File: config.mk
export PLATFORM = sky130hd
export DESIGN_NAME = card_end_flat
export DESIGN_NICKNAME = d
export VERILOG_FILES = /design/src/inc/link_pkg.sv /design/src/inc/card_link_if.sv /design/src/rtl/card_end.sv /design/src/flat_wrapper.sv
export VERILOG_INCLUDE_DIRS = /design/src /design/src/inc
export SDC_FILE = /design/constraint.sdc
export NUM_CORES = 1
export LEC_CHECK = 0
export BUFFER_PORTS_ARGS = -buffer_cell sky130_fd_sc_hd__clkbuf_2
export CAP_MARGIN = 20
export CORE_UTILIZATION = 30
export DETAILED_ROUTE_END_ITERATION = 16
export SLEW_MARGIN = 20
export SYNTH_ARGS = -nofsm -noshare
export SYNTH_HDL_FRONTEND = slang
export SYNTH_SLANG_ARGS = --single-unit
export TNS_END_PERCENT = 30
File: constraint.sdc
create_clock -name clk -period 4.25 [get_ports clk]
set_clock_uncertainty 0.2 [all_clocks]
set_input_delay 0.2125 -clock clk [delete_from_list [all_inputs] [get_ports clk]]
set_output_delay 0.2125 -clock clk [all_outputs]
set_load 0.01 [all_outputs]
File: src/inc/link_params.svh
`ifndef LINK_PARAMS_SVH
`define LINK_PARAMS_SVH
// Clock and elementary time unit, both in ns.
`define CLK_NS 100
`define ETU_NS 400
`define ETU_CYC (`ETU_NS / `CLK_NS)
// Timing in etu.
`define CHAR_ETU 16'h000C
`define BGT_ETU 16'h0016
`define CWT_BASE_ETU 16'h000B
`define BWT_UNIT_ETU 16'h03C0
`define WTX_MARGIN_ETU 16'h0040
// Information field sizes.
`define IFS_DEF 8'h20
`define IFS_BAD 8'hFF
`define IFSC_VAL 8'h20
// Waiting indices announced by the card.
`define CWI_VAL 4'h5
`define BWI_VAL 4'h4
// Answer to reset: TS T0 TD1 TD2 TA3 TB3 TC3 TCK.
`define ATR_LAST 3'h7
`define ATR_TS 8'h3B
`define ATR_T0 8'h80
`define ATR_TD1 8'h81
`define ATR_TD2 8'h71
`define ATR_TC3 8'h00
`define ATR_TCK 8'h15
// Block prologue and control byte coding.
`define NAD_VAL 8'h00
`define PCB_R 8'h80
`define PCB_S 8'hC0
`define S_RESP 8'h20
`define S_RESYNC 6'h00
`define S_IFS 6'h01
`define S_WTX 6'h03
`define S_WTX_RESP 6'h23
`define WTX_MULT 8'h01
`define R_ERR_EDC 4'h1
`define R_ERR_OTHER 4'h2
// Protocol parameter selection.
`define PROT_BLOCK 4'h1
`define PPS_SS 8'hFF
`define PPS_P0 8'h01
`define PPS_CK 8'hFE
`define PPS_LAST 9'h002
`endif

File: src/inc/link_pkg.sv
package link_pkg;
  typedef enum logic [2:0] {
    C_ATR = 3'b000,
    C_RX = 3'b001,
    C_DECIDE = 3'b010,
    C_WAIT = 3'b011,
    C_GUARD = 3'b100,
    C_TX = 3'b101
  } card_state_t;
  typedef enum logic [2:0] {
    T_ATR = 3'b000,
    T_PPS_TX = 3'b001,
    T_PPS_RX = 3'b010,
    T_IDLE = 3'b011,
    T_TX = 3'b100,
    T_RX = 3'b101
  } term_state_t;
  typedef enum logic [1:0] {
    K_R = 2'b00,
    K_S = 2'b01,
    K_I = 2'b10
  } blk_kind_t;
endpackage

File: src/inc/card_link_if.sv
`timescale 1ns/1ps
// Character-level view of the shared I/O line: one strobe per character.
interface card_link_if;
  logic t2c_stb;
  logic [7:0] t2c_data;
  logic c2t_stb;
  logic [7:0] c2t_data;
  modport card (
    input t2c_stb,
    input t2c_data,
    output c2t_stb,
    output c2t_data
  );
  modport term (
    output t2c_stb,
    output t2c_data,
    input c2t_stb,
    input c2t_data
  );
endinterface

File: src/rtl/card_end.sv
// Contract
// Reject received blocks longer than IFSC; the code checks only I-blocks.
// IFSC is 32, announced in TA3.
// Never send more than IFSD per I-block.
// Chain long responses into IFSD-sized blocks.
// Accept IFSD 254 and use it.
// Refuse IFSD 255 with R-block error 2.
// Large IFSD allows one or chained blocks.
// TB3 waiting index lies from 0 to 5.
// Character spacing stays below CWT.
// Reply after BGT and before BWT.
// Reply window exempts the WTX exchange.
// Accept block 22 etu after last character.
// Request WTX when nearing BWT.
// Terminal selects protocol by PPS if needed.
// TC3 is zero, longitudinal redundancy check.
// Bad check answered by R-block error 1.
// IFS response echoes the requested size.
// CWT and BWT follow the waiting indices.
// IFSD resets to default, changes on request.
`timescale 1ns/1ps
`include "link_params.svh"
module card_end #(
  parameter logic [15:0] BWT_ETU = 16'h3C0B
) (
  // Clock and reset.
  input wire logic clk,
  input wire logic rst_b,
  // Link toward the terminal.
  card_link_if.card link,
  // Command bytes toward the application.
  output logic cmd_stb,
  output logic [7:0] cmd_data,
  output logic cmd_end,
  output logic cmd_ok,
  // Response bytes from the application.
  input wire logic resp_avail,
  input wire logic [15:0] resp_len,
  input wire logic [7:0] resp_data,
  output logic resp_take,
  // Current terminal field size.
  output logic [7:0] ifsd
);
  logic [7:0] div_r, div_nxt;
  logic tick;
  link_pkg::card_state_t st_r, st_nxt;
  link_pkg::blk_kind_t kind_r, kind_nxt;
  logic [15:0] tmr_r, tmr_nxt, rem_r, rem_nxt, cwt;
  logic [8:0] pos_r, pos_nxt, rx_end_pos, tx_end_pos;
  logic [2:0] atr_r, atr_nxt;
  logic [7:0] pcb_r, pcb_nxt, len_r, len_nxt, inf0_r, inf0_nxt;
  logic [7:0] lrc_r, lrc_nxt, ifsd_r, ifsd_nxt;
  logic [7:0] tpcb_r, tpcb_nxt, tlen_r, tlen_nxt, tinf_r, tinf_nxt;
  logic bad_r, bad_nxt, ns_r, ns_nxt, nr_r, nr_nxt, big;
  logic c2t_stb_r, c2t_stb_nxt, cmd_stb_r, cmd_stb_nxt;
  logic [7:0] c2t_data_r, c2t_data_nxt, cmd_data_r, cmd_data_nxt;
  logic cmd_end_r, cmd_end_nxt, cmd_ok_r, cmd_ok_nxt;
  logic take_r, take_nxt;
  logic [7:0] tx_byte, atr_byte;

  function automatic logic [7:0] chunk(input logic [15:0] rem,
                                       input logic [7:0] lim);
    chunk = (rem > {8'h00, lim}) ? lim : rem[7:0];
  endfunction

  // Elementary time unit divider.
  always_comb begin
    div_nxt = tick ? 8'h00 : div_r + 8'h01;
  end
  assign tick = (div_r == 8'(`ETU_CYC - 1));
  always_ff @(posedge clk or negedge rst_b) begin
    if (!rst_b) begin
      div_r <= 8'h00;
    end else begin
      div_r <= div_nxt;
    end
  end

  assign cwt = `CWT_BASE_ETU + (16'h0001 << `CWI_VAL);
  assign rx_end_pos = 9'h003 + {1'b0, len_r};
  assign tx_end_pos = 9'h003 + {1'b0, tlen_r};
  assign big = (len_r > `IFSC_VAL);

  // Answer to reset with TA3, TB3 and TC3 announced.
  always_comb begin
    case (atr_r)
      3'h0: atr_byte = `ATR_TS;
      3'h1: atr_byte = `ATR_T0;
      3'h2: atr_byte = `ATR_TD1;
      3'h3: atr_byte = `ATR_TD2;
      3'h4: atr_byte = `IFSC_VAL;
      3'h5: atr_byte = {`BWI_VAL, `CWI_VAL};
      3'h6: atr_byte = `ATR_TC3;
      default: atr_byte = `ATR_TCK;
    endcase
  end

  // Byte to send at the current position of an outgoing block.
  always_comb begin
    if (pos_r == 9'h000) begin
      tx_byte = `NAD_VAL;
    end else if (pos_r == 9'h001) begin
      tx_byte = tpcb_r;
    end else if (pos_r == 9'h002) begin
      tx_byte = tlen_r;
    end else if (pos_r < tx_end_pos) begin
      tx_byte = (kind_r == link_pkg::K_I) ? resp_data : tinf_r;
    end else begin
      tx_byte = lrc_r;
    end
  end

  always_comb begin
    st_nxt = st_r;
    kind_nxt = kind_r;
    tmr_nxt = (tick && tmr_r != 16'hFFFF) ? tmr_r + 16'h0001 : tmr_r;
    rem_nxt = rem_r;
    pos_nxt = pos_r;
    atr_nxt = atr_r;
    pcb_nxt = pcb_r;
    len_nxt = len_r;
    inf0_nxt = inf0_r;
    lrc_nxt = lrc_r;
    ifsd_nxt = ifsd_r;
    tpcb_nxt = tpcb_r;
    tlen_nxt = tlen_r;
    tinf_nxt = tinf_r;
    bad_nxt = bad_r;
    ns_nxt = ns_r;
    nr_nxt = nr_r;
    c2t_stb_nxt = 1'b0;
    c2t_data_nxt = c2t_data_r;
    cmd_stb_nxt = 1'b0;
    cmd_data_nxt = cmd_data_r;
    cmd_end_nxt = 1'b0;
    cmd_ok_nxt = cmd_ok_r;
    take_nxt = 1'b0;
    case (st_r)
      link_pkg::C_ATR: begin
        if (tick && tmr_r >= `CHAR_ETU - 16'h0001) begin
          tmr_nxt = 16'h0000;
          c2t_stb_nxt = 1'b1;
          c2t_data_nxt = atr_byte;
          atr_nxt = atr_r + 3'h1;
          if (atr_r == `ATR_LAST) begin
            st_nxt = link_pkg::C_RX;
          end
        end
      end
      link_pkg::C_RX: begin
        if (link.t2c_stb) begin
          tmr_nxt = 16'h0000;
          pos_nxt = pos_r + 9'h001;
          lrc_nxt = (pos_r == 9'h000) ? link.t2c_data : lrc_r ^ link.t2c_data;
          if (pos_r == 9'h001) begin
            pcb_nxt = link.t2c_data;
          end
          if (pos_r == 9'h002) begin
            len_nxt = link.t2c_data;
          end
          if (pos_r >= 9'h003 && pos_r < rx_end_pos) begin
            if (pos_r == 9'h003) begin
              inf0_nxt = link.t2c_data;
            end
            if (!pcb_r[7]) begin
              cmd_stb_nxt = 1'b1;
              cmd_data_nxt = link.t2c_data;
            end
          end
          if (pos_r >= 9'h003 && pos_r == rx_end_pos) begin
            bad_nxt = ((lrc_r ^ link.t2c_data) != 8'h00);
            pos_nxt = 9'h000;
            st_nxt = link_pkg::C_DECIDE;
          end
        end else if (pos_r != 9'h000 && tmr_r > cwt) begin
          pos_nxt = 9'h000;
        end
      end
      link_pkg::C_DECIDE: begin
        st_nxt = link_pkg::C_GUARD;
        kind_nxt = link_pkg::K_R;
        tlen_nxt = 8'h00;
        if (!pcb_r[7]) begin
          cmd_end_nxt = bad_r | big | ~pcb_r[5];
          cmd_ok_nxt = ~bad_r & ~big;
        end
        if (bad_r) begin
          tpcb_nxt = `PCB_R | {3'h0, nr_r, `R_ERR_EDC};
        end else if (!pcb_r[7]) begin
          if (big) begin
            tpcb_nxt = `PCB_R | {3'h0, nr_r, `R_ERR_OTHER};
          end else begin
            nr_nxt = ~nr_r;
            tpcb_nxt = `PCB_R | {3'h0, ~nr_r, 4'h0};
            if (!pcb_r[5]) begin
              st_nxt = link_pkg::C_WAIT;
            end
          end
        end else if (!pcb_r[6]) begin
          if (rem_r != 16'h0000) begin
            kind_nxt = link_pkg::K_I;
            tlen_nxt = chunk(rem_r, ifsd_r);
            tpcb_nxt = {1'b0, ns_r, rem_r > {8'h00, ifsd_r}, 5'h00};
          end else begin
            st_nxt = link_pkg::C_RX;
          end
        end else begin
          case (pcb_r[5:0])
            `S_IFS: begin
              if (inf0_r == `IFS_BAD || inf0_r == 8'h00) begin
                tpcb_nxt = `PCB_R | {3'h0, nr_r, `R_ERR_OTHER};
              end else begin
                ifsd_nxt = inf0_r;
                kind_nxt = link_pkg::K_S;
                tpcb_nxt = `PCB_S | `S_RESP | {2'h0, `S_IFS};
                tlen_nxt = 8'h01;
                tinf_nxt = inf0_r;
              end
            end
            `S_RESYNC: begin
              kind_nxt = link_pkg::K_S;
              tpcb_nxt = `PCB_S | `S_RESP | {2'h0, `S_RESYNC};
              ns_nxt = 1'b0;
              nr_nxt = 1'b0;
              rem_nxt = 16'h0000;
            end
            `S_WTX_RESP: begin
              st_nxt = link_pkg::C_WAIT;
            end
            default: begin
              tpcb_nxt = `PCB_R | {3'h0, nr_r, `R_ERR_OTHER};
            end
          endcase
        end
      end
      link_pkg::C_WAIT: begin
        if (resp_avail) begin
          rem_nxt = resp_len;
          kind_nxt = link_pkg::K_I;
          tlen_nxt = chunk(resp_len, ifsd_r);
          tpcb_nxt = {1'b0, ns_r, resp_len > {8'h00, ifsd_r}, 5'h00};
          st_nxt = link_pkg::C_GUARD;
        end else if (tmr_r >= BWT_ETU - `WTX_MARGIN_ETU) begin
          kind_nxt = link_pkg::K_S;
          tpcb_nxt = `PCB_S | {2'h0, `S_WTX};
          tlen_nxt = 8'h01;
          tinf_nxt = `WTX_MULT;
          st_nxt = link_pkg::C_GUARD;
        end
      end
      link_pkg::C_GUARD: begin
        if (tmr_r > `BGT_ETU) begin
          st_nxt = link_pkg::C_TX;
          pos_nxt = 9'h000;
          tmr_nxt = `CHAR_ETU;
        end
      end
      link_pkg::C_TX: begin
        if (tick && tmr_r >= `CHAR_ETU - 16'h0001) begin
          tmr_nxt = 16'h0000;
          c2t_stb_nxt = 1'b1;
          c2t_data_nxt = tx_byte;
          lrc_nxt = (pos_r == 9'h000) ? tx_byte : lrc_r ^ tx_byte;
          pos_nxt = pos_r + 9'h001;
          if (kind_r == link_pkg::K_I && pos_r >= 9'h003 &&
              pos_r < tx_end_pos) begin
            take_nxt = 1'b1;
            rem_nxt = rem_r - 16'h0001;
          end
          if (pos_r == tx_end_pos) begin
            pos_nxt = 9'h000;
            st_nxt = link_pkg::C_RX;
            if (kind_r == link_pkg::K_I) begin
              ns_nxt = ~ns_r;
            end
          end
        end
      end
      default: begin
        st_nxt = link_pkg::C_RX;
      end
    endcase
  end

  always_ff @(posedge clk or negedge rst_b) begin
    if (!rst_b) begin
      st_r <= link_pkg::C_ATR;
      kind_r <= link_pkg::K_R;
      tmr_r <= `CHAR_ETU;
      rem_r <= 16'h0000;
      pos_r <= 9'h000;
      atr_r <= 3'h0;
      pcb_r <= 8'h00;
      len_r <= 8'h00;
      inf0_r <= 8'h00;
      lrc_r <= 8'h00;
      ifsd_r <= `IFS_DEF;
      tpcb_r <= 8'h00;
      tlen_r <= 8'h00;
      tinf_r <= 8'h00;
      bad_r <= 1'b0;
      ns_r <= 1'b0;
      nr_r <= 1'b0;
      c2t_stb_r <= 1'b0;
      c2t_data_r <= 8'h00;
      cmd_stb_r <= 1'b0;
      cmd_data_r <= 8'h00;
      cmd_end_r <= 1'b0;
      cmd_ok_r <= 1'b0;
      take_r <= 1'b0;
    end else begin
      st_r <= st_nxt;
      kind_r <= kind_nxt;
      tmr_r <= tmr_nxt;
      rem_r <= rem_nxt;
      pos_r <= pos_nxt;
      atr_r <= atr_nxt;
      pcb_r <= pcb_nxt;
      len_r <= len_nxt;
      inf0_r <= inf0_nxt;
      lrc_r <= lrc_nxt;
      ifsd_r <= ifsd_nxt;
      tpcb_r <= tpcb_nxt;
      tlen_r <= tlen_nxt;
      tinf_r <= tinf_nxt;
      bad_r <= bad_nxt;
      ns_r <= ns_nxt;
      nr_r <= nr_nxt;
      c2t_stb_r <= c2t_stb_nxt;
      c2t_data_r <= c2t_data_nxt;
      cmd_stb_r <= cmd_stb_nxt;
      cmd_data_r <= cmd_data_nxt;
      cmd_end_r <= cmd_end_nxt;
      cmd_ok_r <= cmd_ok_nxt;
      take_r <= take_nxt;
    end
  end

  assign link.c2t_stb = c2t_stb_r;
  assign link.c2t_data = c2t_data_r;
  assign cmd_stb = cmd_stb_r;
  assign cmd_data = cmd_data_r;
  assign cmd_end = cmd_end_r;
  assign cmd_ok = cmd_ok_r;
  assign resp_take = take_r;
  assign ifsd = ifsd_r;
endmodule

File: src/flat_wrapper.sv
// flat-port wrapper written by rule: the top's interface ports become plain ports
module card_end_flat 
#(
  parameter logic [15:0] BWT_ETU = 16'h3C0B
)
  (clk, rst_b, cmd_stb, cmd_data, cmd_end, cmd_ok, resp_avail, resp_len, resp_data, resp_take, ifsd, link_t2c_stb, link_t2c_data, link_c2t_stb, link_c2t_data);
  card_link_if link_i ();
  input wire logic clk;
  input wire logic rst_b;
  output logic cmd_stb;
  output logic [7:0] cmd_data;
  output logic cmd_end;
  output logic cmd_ok;
  input wire logic resp_avail;
  input wire logic [15:0] resp_len;
  input wire logic [7:0] resp_data;
  output logic resp_take;
  output logic [7:0] ifsd;
  input wire logic [$bits(link_i.t2c_stb)-1:0] link_t2c_stb;
  input wire logic [$bits(link_i.t2c_data)-1:0] link_t2c_data;
  output wire logic [$bits(link_i.c2t_stb)-1:0] link_c2t_stb;
  output wire logic [$bits(link_i.c2t_data)-1:0] link_c2t_data;
  assign link_i.t2c_stb = link_t2c_stb;
  assign link_i.t2c_data = link_t2c_data;
  assign link_c2t_stb = link_i.c2t_stb;
  assign link_c2t_data = link_i.c2t_data;
  card_end #(.BWT_ETU(BWT_ETU)) u_core (.clk(clk), .rst_b(rst_b), .link(link_i), .cmd_stb(cmd_stb), .cmd_data(cmd_data), .cmd_end(cmd_end), .cmd_ok(cmd_ok), .resp_avail(resp_avail), .resp_len(resp_len), .resp_data(resp_data), .resp_take(resp_take), .ifsd(ifsd));
endmodule
* Yosys cells after proc, flatten, opt, wreduce, memory -nomap -nowiden
Cells that the tools add are included.
** Word-level totals
- Latch bits :: 0
- Register bits after elaboration :: 145
- Word-level logic and storage cells :: 253
- Memory bits (read-only) :: 0
- Memories kept :: 0
- Memory bits (writable) :: 0
** Cells by class
- Divide/modulo/power cells :: 0
- $add $sub $neg :: 7
- Mux-type cells :: 110
- Multiply operators :: 0
- $lt $le $gt $ge :: 10
- Equality and inequality tests :: 48
- Bitwise operators :: 12
- Reductions and logical operators :: 41
- Shifts and indexed selects :: 0
** Operators by type and width (count)
- $mux 8 :: 33
- $mux 16 :: 11
- $pmux 16 s3 :: 2
- $pmux 8 s2 :: 5
- $pmux 8 s7 :: 1
- $mux 9 :: 6
- $mux 3 :: 16
- $gt 16x8->1 :: 2
- $reduce_and 8->1 :: 4
- $pmux 9 s3 :: 1
- $ne 2x1->1 const B :: 13
- $pmux 8 s3 :: 1
- $mux 1 :: 22
- $add 2x8->9 const A :: 2
- $eq 3x3->1 const B :: 6
- $eq 9x2->1 const B :: 2
- $eq 9x9->1 :: 2
- $lt 9x9->1 :: 2
- $pmux 3 s6 :: 1
- $add 16x1->16 const B :: 1
- $ge 16x14->1 const B :: 1
- $ge 16x4->1 const B :: 1
- $gt 16x5->1 const B :: 1
- $gt 16x6->1 const B :: 1
- other kinds (44) :: 91

* Depth between registers and ports, before layout
- Depth after elaboration :: 10
- Depth in mapped cells :: 13

* Worst setup path after synthesis
Ideal clock, no wire load.
- Path type :: register -> register
- From :: register u_core.tlen_r[0]
- To :: register u_core.lrc_r[1]
- Slack :: 1057 ps
- Cell stages (with the launch flop) :: 13
- Arrival :: 2867 ps
- Library setup time :: 126 ps
- Path buffers :: 0
- Required time :: 3924 ps
- Path through :: dfrtp_1 > inv_1 > ha_1 > nor2_1 > and3_1 > nand3_1 > ha_1 > nand4_1 > a211oi_1 > nor2_1 > mux2i_1 > o21ai_0 > a311o_1
** On the way
- Word-level cells in the longest chain between the ends :: 10
** Ends and longest elaborated chain
- start: declaration :: line card_end.sv:53 : logic [7:0] tpcb_r, tpcb_nxt, tlen_r, tlen_nxt, tinf_r, tinf_nxt;
- start signal: assignment :: line card_end.sv:324 : tlen_r <= tlen_nxt;
- $add 2x8->9 * :: line card_end.sv:81 : assign tx_end_pos = 9'h003 + {1'b0, tlen_r};
- $lt 9x9->1 * :: line card_end.sv:106 : end else if (pos_r < tx_end_pos) begin
- $mux 8 * :: line card_end.sv:106
- $mux 8 * :: line card_end.sv:104 : end else if (pos_r == 9'h002) begin
- $mux 8 * :: line card_end.sv:102 : end else if (pos_r == 9'h001) begin
- $mux 8 * :: line card_end.sv:100 : if (pos_r == 9'h000) begin
- $xor 8x8->8 :: line card_end.sv:263 : lrc_nxt = (pos_r == 9'h000) ? tx_byte : lrc_r ^ tx_byte;
- $mux 8 * :: line card_end.sv:263
- $mux 8 * :: line card_end.sv:259 : if (tick && tmr_r >= `CHAR_ETU - 16'h0001) begin
- $pmux 8 s2 * :: line card_end.sv:138 : case (st_r)
- end signal: assignment :: line card_end.sv:321 : lrc_r <= lrc_nxt;
- end: declaration :: line card_end.sv:52 : logic [7:0] lrc_r, lrc_nxt, ifsd_r, ifsd_nxt;
Every way passes the cells marked *; elsewhere a longest branch is shown, timed or not. The select of a mux whose other input is x is not followed.
A chain may end at the register's enable or synchronous reset.

* Worst setup path after layout
- From :: register u_core.tlen_r[0]
- To :: register u_core.rem_r[10]
** On the way
- Word-level cells in the longest chain between the ends :: 5
** Ends and longest elaborated chain
- $add 2x8->9 :: line card_end.sv:81
- $lt 9x9->1 :: line card_end.sv:266 : pos_r < tx_end_pos) begin
- $logic_and 1x1->1 :: line card_end.sv:265 : if (kind_r == link_pkg::K_I && pos_r >= 9'h003 &&
- $ne 2x1->1 (no source line)
- $reduce_and 8->1 (no source line)
- end signal: assignment :: line card_end.sv:315 : rem_r <= rem_nxt;
- end: declaration :: line card_end.sv:48 : logic [15:0] tmr_r, tmr_nxt, rem_r, rem_nxt, cwt;
No other way between the ends.

==> impl_metrics.yaml <==
logic_synthesis:
  ys_seq_elements: 143
  ys_async_sr_fraction_pct: 100
  synth_area_leader_cell: "dfrtp_1"
  synth_area_leaders: "dfrtp_1 37%, ha_1 6.6%, mux2_2 6.0%"
  synth.distinct_cells: 76
  synthesis.nets: 1114
  synth_ff_type: "dfrtp_1"
  synth_commonest_cells: "140 x dfrtp_1, 88 x nor2_1, 82 x nand2_1"
  yosysMostFrequentCell: "dfrtp_1"
  syn_area_um2: 9450
  yosysSeqAreaShare_pct: 37.9
  synth_edf_count: 0
  synth_top_area_share_pct: 37.1
  synth_area_per_cell_um2: 9.20
  postSynthCellCount: 1028
  synth_warnings: 0
critical_path:
  crit_required_ns: 4.34
  critical_path_class: "reg -> reg"
  arrival_ns: 3.86
  cp_cell_sequence: "inv_1 > ha_1 > nor2_1 > and3_1 > nand3_1 > ha_1 > a21oi_1 > o221ai_1 > o41ai_1 > o221ai_4 > o21ai_0 > o21ai_0"
  reg2reg_depth: 12
  crit_path_top_delay_cell: "o41ai_1"
  cp_slowest_stage_delay_ns: 0.61
  worstSetupStartpointType: "flop"
  cp.buffers_inverters: 1
  critPathMaxFanout: 32
  path_delay_family: "compound AO/OA/AOI/OAI gates"
  crit_path_end_kind: "flop"
  path_depth: 12
die:
  core_area_um2: 30800
  die_x_um: 180
  io_pins: 65
  fp.dieH_um: 180
  die_area_um2: 32200
  initial_utilization_pct: 30.7
  row_count: 64
min_path:
  hp-class: "in -> reg"
  hold_path_depth: 4
timing:
  hold_viol: 0
  relSlewSlack_pct: 35.6
  period_share_pct: 88.8
  layout_min_cycle_time_ns: 3.77
  finalSetupViolations: 0
  tns_ns: 0
  final_max_slew_viol_count: 0
  worst_pin_slew_ns: 0.964
  fmax_mhz: 265
  setup_slack_ns: 0.475
  rsz0062_at_grt: "no"
power:
  p_leak_nw: 4.89
  p_switching_mw: 0.796
  clock_power_share_pct: 49.9
  sw_frac_of_total_pct: 26.7
  seq_power_share_pct: 45.8
  comb_power_share_pct: 4.3
  max-vdd-ir-drop_mv: 0.209
  power_mw: 2.98
  powerDensity_nw_per_um2: 273
  intPower_mw: 2.18
grt:
  grt_max_degree: 79
  antenna_found_initial: 1
  grt_pass1_wl_mm: 46.8
  overflow: 0
  grt_pass1_vias: 8123
  grtUsageTotal_pct: 18.7
final_layout:
  drive_gt1_share_pct: 17.2
  utilization_pct: 35.5
  stdcell_count: 1503
  diodes: 0
  final_nets: 1180
  area_delta_synth_final_pct: 15.6
drt:
  drtIter0Drc: 672
  post-route-drc-count: 0
  wl_per_cell_um: 19.7
  drtAntennaViolNets: 0
  drt_pass1_iterations: 8
  dr_total_vias: 8442
  wl_mm: 29.6
  viasPerCell: 5.62
clock_network:
  h-tree-depth: 4
  cts_tree: "yes"
  max-clock-path-buffers: 2
  clk_latency_ns: 0.44
  cts_made_buffers: 17
  path_clk_slew_ns: 0.07
  post_cts.repair.setup_buffers: 0
  cts_root_buffer: "clkbuf_16"
  cts_sinks: 143
  cts.repair.resized: 0
placement:
  dp.cells: 1454
  io_buffers: 64
  pre_cts_ws_ns: 0.413
  routabilityCongestion: 0.919
  hpwl_mm: 21.5
status:
  status: "complete, no violations"
flow_run:
  cap_violations: 0
==> state kept, by name, indices dropped and copies added (netlist names), 2 cells and up <==
| name | flops |
|---|---|
| u_core.st_r | 3 |
| u_core.ifsd | 8 |
| u_core.cmd_data | 8 |
| u_core.pcb_r | 8 |
| u_core.len_r | 8 |
| u_core.link.c2t_data | 8 |
| u_core.tlen_r | 8 |
| u_core.rem_r | 16 |
| u_core.kind_r | 2 |
| u_core.div_r | 8 |
| u_core.tmr_r | 16 |
| u_core.inf0_r | 8 |
| u_core.atr_r | 3 |
| u_core.lrc_r | 8 |
| u_core.tpcb_r | 6 |
| u_core.tinf_r | 8 |
| u_core.pos_r | 9 |
==> worst paths after layout <==
check / startpoint / endpoint / slack (ns)
max in group asynchronous: rst_b / u_core.ifsd[5] / 2.68
min: resp_avail / u_core.st_r[1] / 0.04
min in group asynchronous: rst_b / u_core.cmd_data[2] / 0.16
max reg2reg: u_core.tlen_r[0] / u_core.rem_r[10] / 0.48
max: u_core.tlen_r[0] / u_core.rem_r[10] / 0.48
min reg2reg: u_core.div_r[7] / u_core.div_r[7] / 0.28
==> per-stage QoR <==
step	hold slack, ns	area, um^2
after global routing	0.0630	10900
final	0.0442	10900
after CTS	0.0181	10900
after global placement	0.117	10200
after floorplan	-0.283	9450
after detailed placement	0.109	10200
==> cells by family (layout without fill, tap and decap cells) <==
logic type / count (synthesis) / in the layout / share of synthesized area, %
xor gates and xnor gates: 46 / 46 / 4.26
AOI/OAI and AO/OA: 279 / 279 / 20.1
muxes: 79 / 79 / 9.03
DFF: 143 / 143 / 37.9
and+or+nand+nor: 341 / 341 / 18.3
adders and majority gates: 50 / 50 / 6.62
buffers and inverters: 90 / 169 / 3.80
==> power by group through the flow <==
stage               sequential (mW)  combinational, mW  clock [mW]
floorplan                      1.39             0.0365           0
global placement               1.39              0.117           0
detailed placement             1.39              0.118           0
CTS                            1.36              0.131        1.53
global route                   1.36              0.141        1.57
finish                         1.36              0.128        1.49
==> layer usage <==
| metal | GRT usage, % | up-vias | wire length (um) |
|---|---|---|---|
| met3 | 3.06 | 41 | 1540 |
| met4 | 7.41 | 0 | 747 |
| met2 | 29.6 | 270 | 13800 |
| met1 | 25.4 | 4181 | 13600 |
| li1 | - | 3950 | - |
| met5 | 0 | - | 0 |
==> cells in the final DEF (no fill, tap or decap), types with 7 or more instances in the layout <==
master and n:
a22o_1 8, nand2_1 82, inv_6 8, a211oi_1 10
dlygate4sd3_1 17, xnor2_1 27, xor2_1 19, buf_4 14
nor2b_1 13, nand3_1 23, nor4_1 15, a32oi_1 10
inv_1 42, dfrtp_1 140, mux2i_1 29, a22oi_1 12
mux2_2 50, clkbuf_2 63, o21a_1 7, nand4_1 15
ha_1 50, o211ai_1 8, and3_1 17, nand2b_1 7
a21o_1 8, nor2_1 88, clkbuf_16 17, nand3b_1 7
a21oi_1 64, o21ai_0 77, nor3_1 35, o221ai_1 9
==> worst min-delay path: stages <==
cell and delay (ns):
clkbuf_2 0.15, inv_1 0.11, nand2_1 0.10, a21oi_1 0.06
==> final cells by class <==
cell class,count,area (um^2)
Timing Repair Buffer,95,602
Inverter,42,158
Clock buffer,17,425
Tap cell,396,495
Clock inverter,15,136
Sequential cell,143,3580
Fill cell,3127,19900
Multi-Input combinational cell,795,5530
==> what timing repair did <==
action,4_1_cts,5_1_grt
hold buffers,17,0
endpoints found under the setup margin,0,0
endpoints found under the hold margin,96,0
Power figures use the tool's default switching activity.
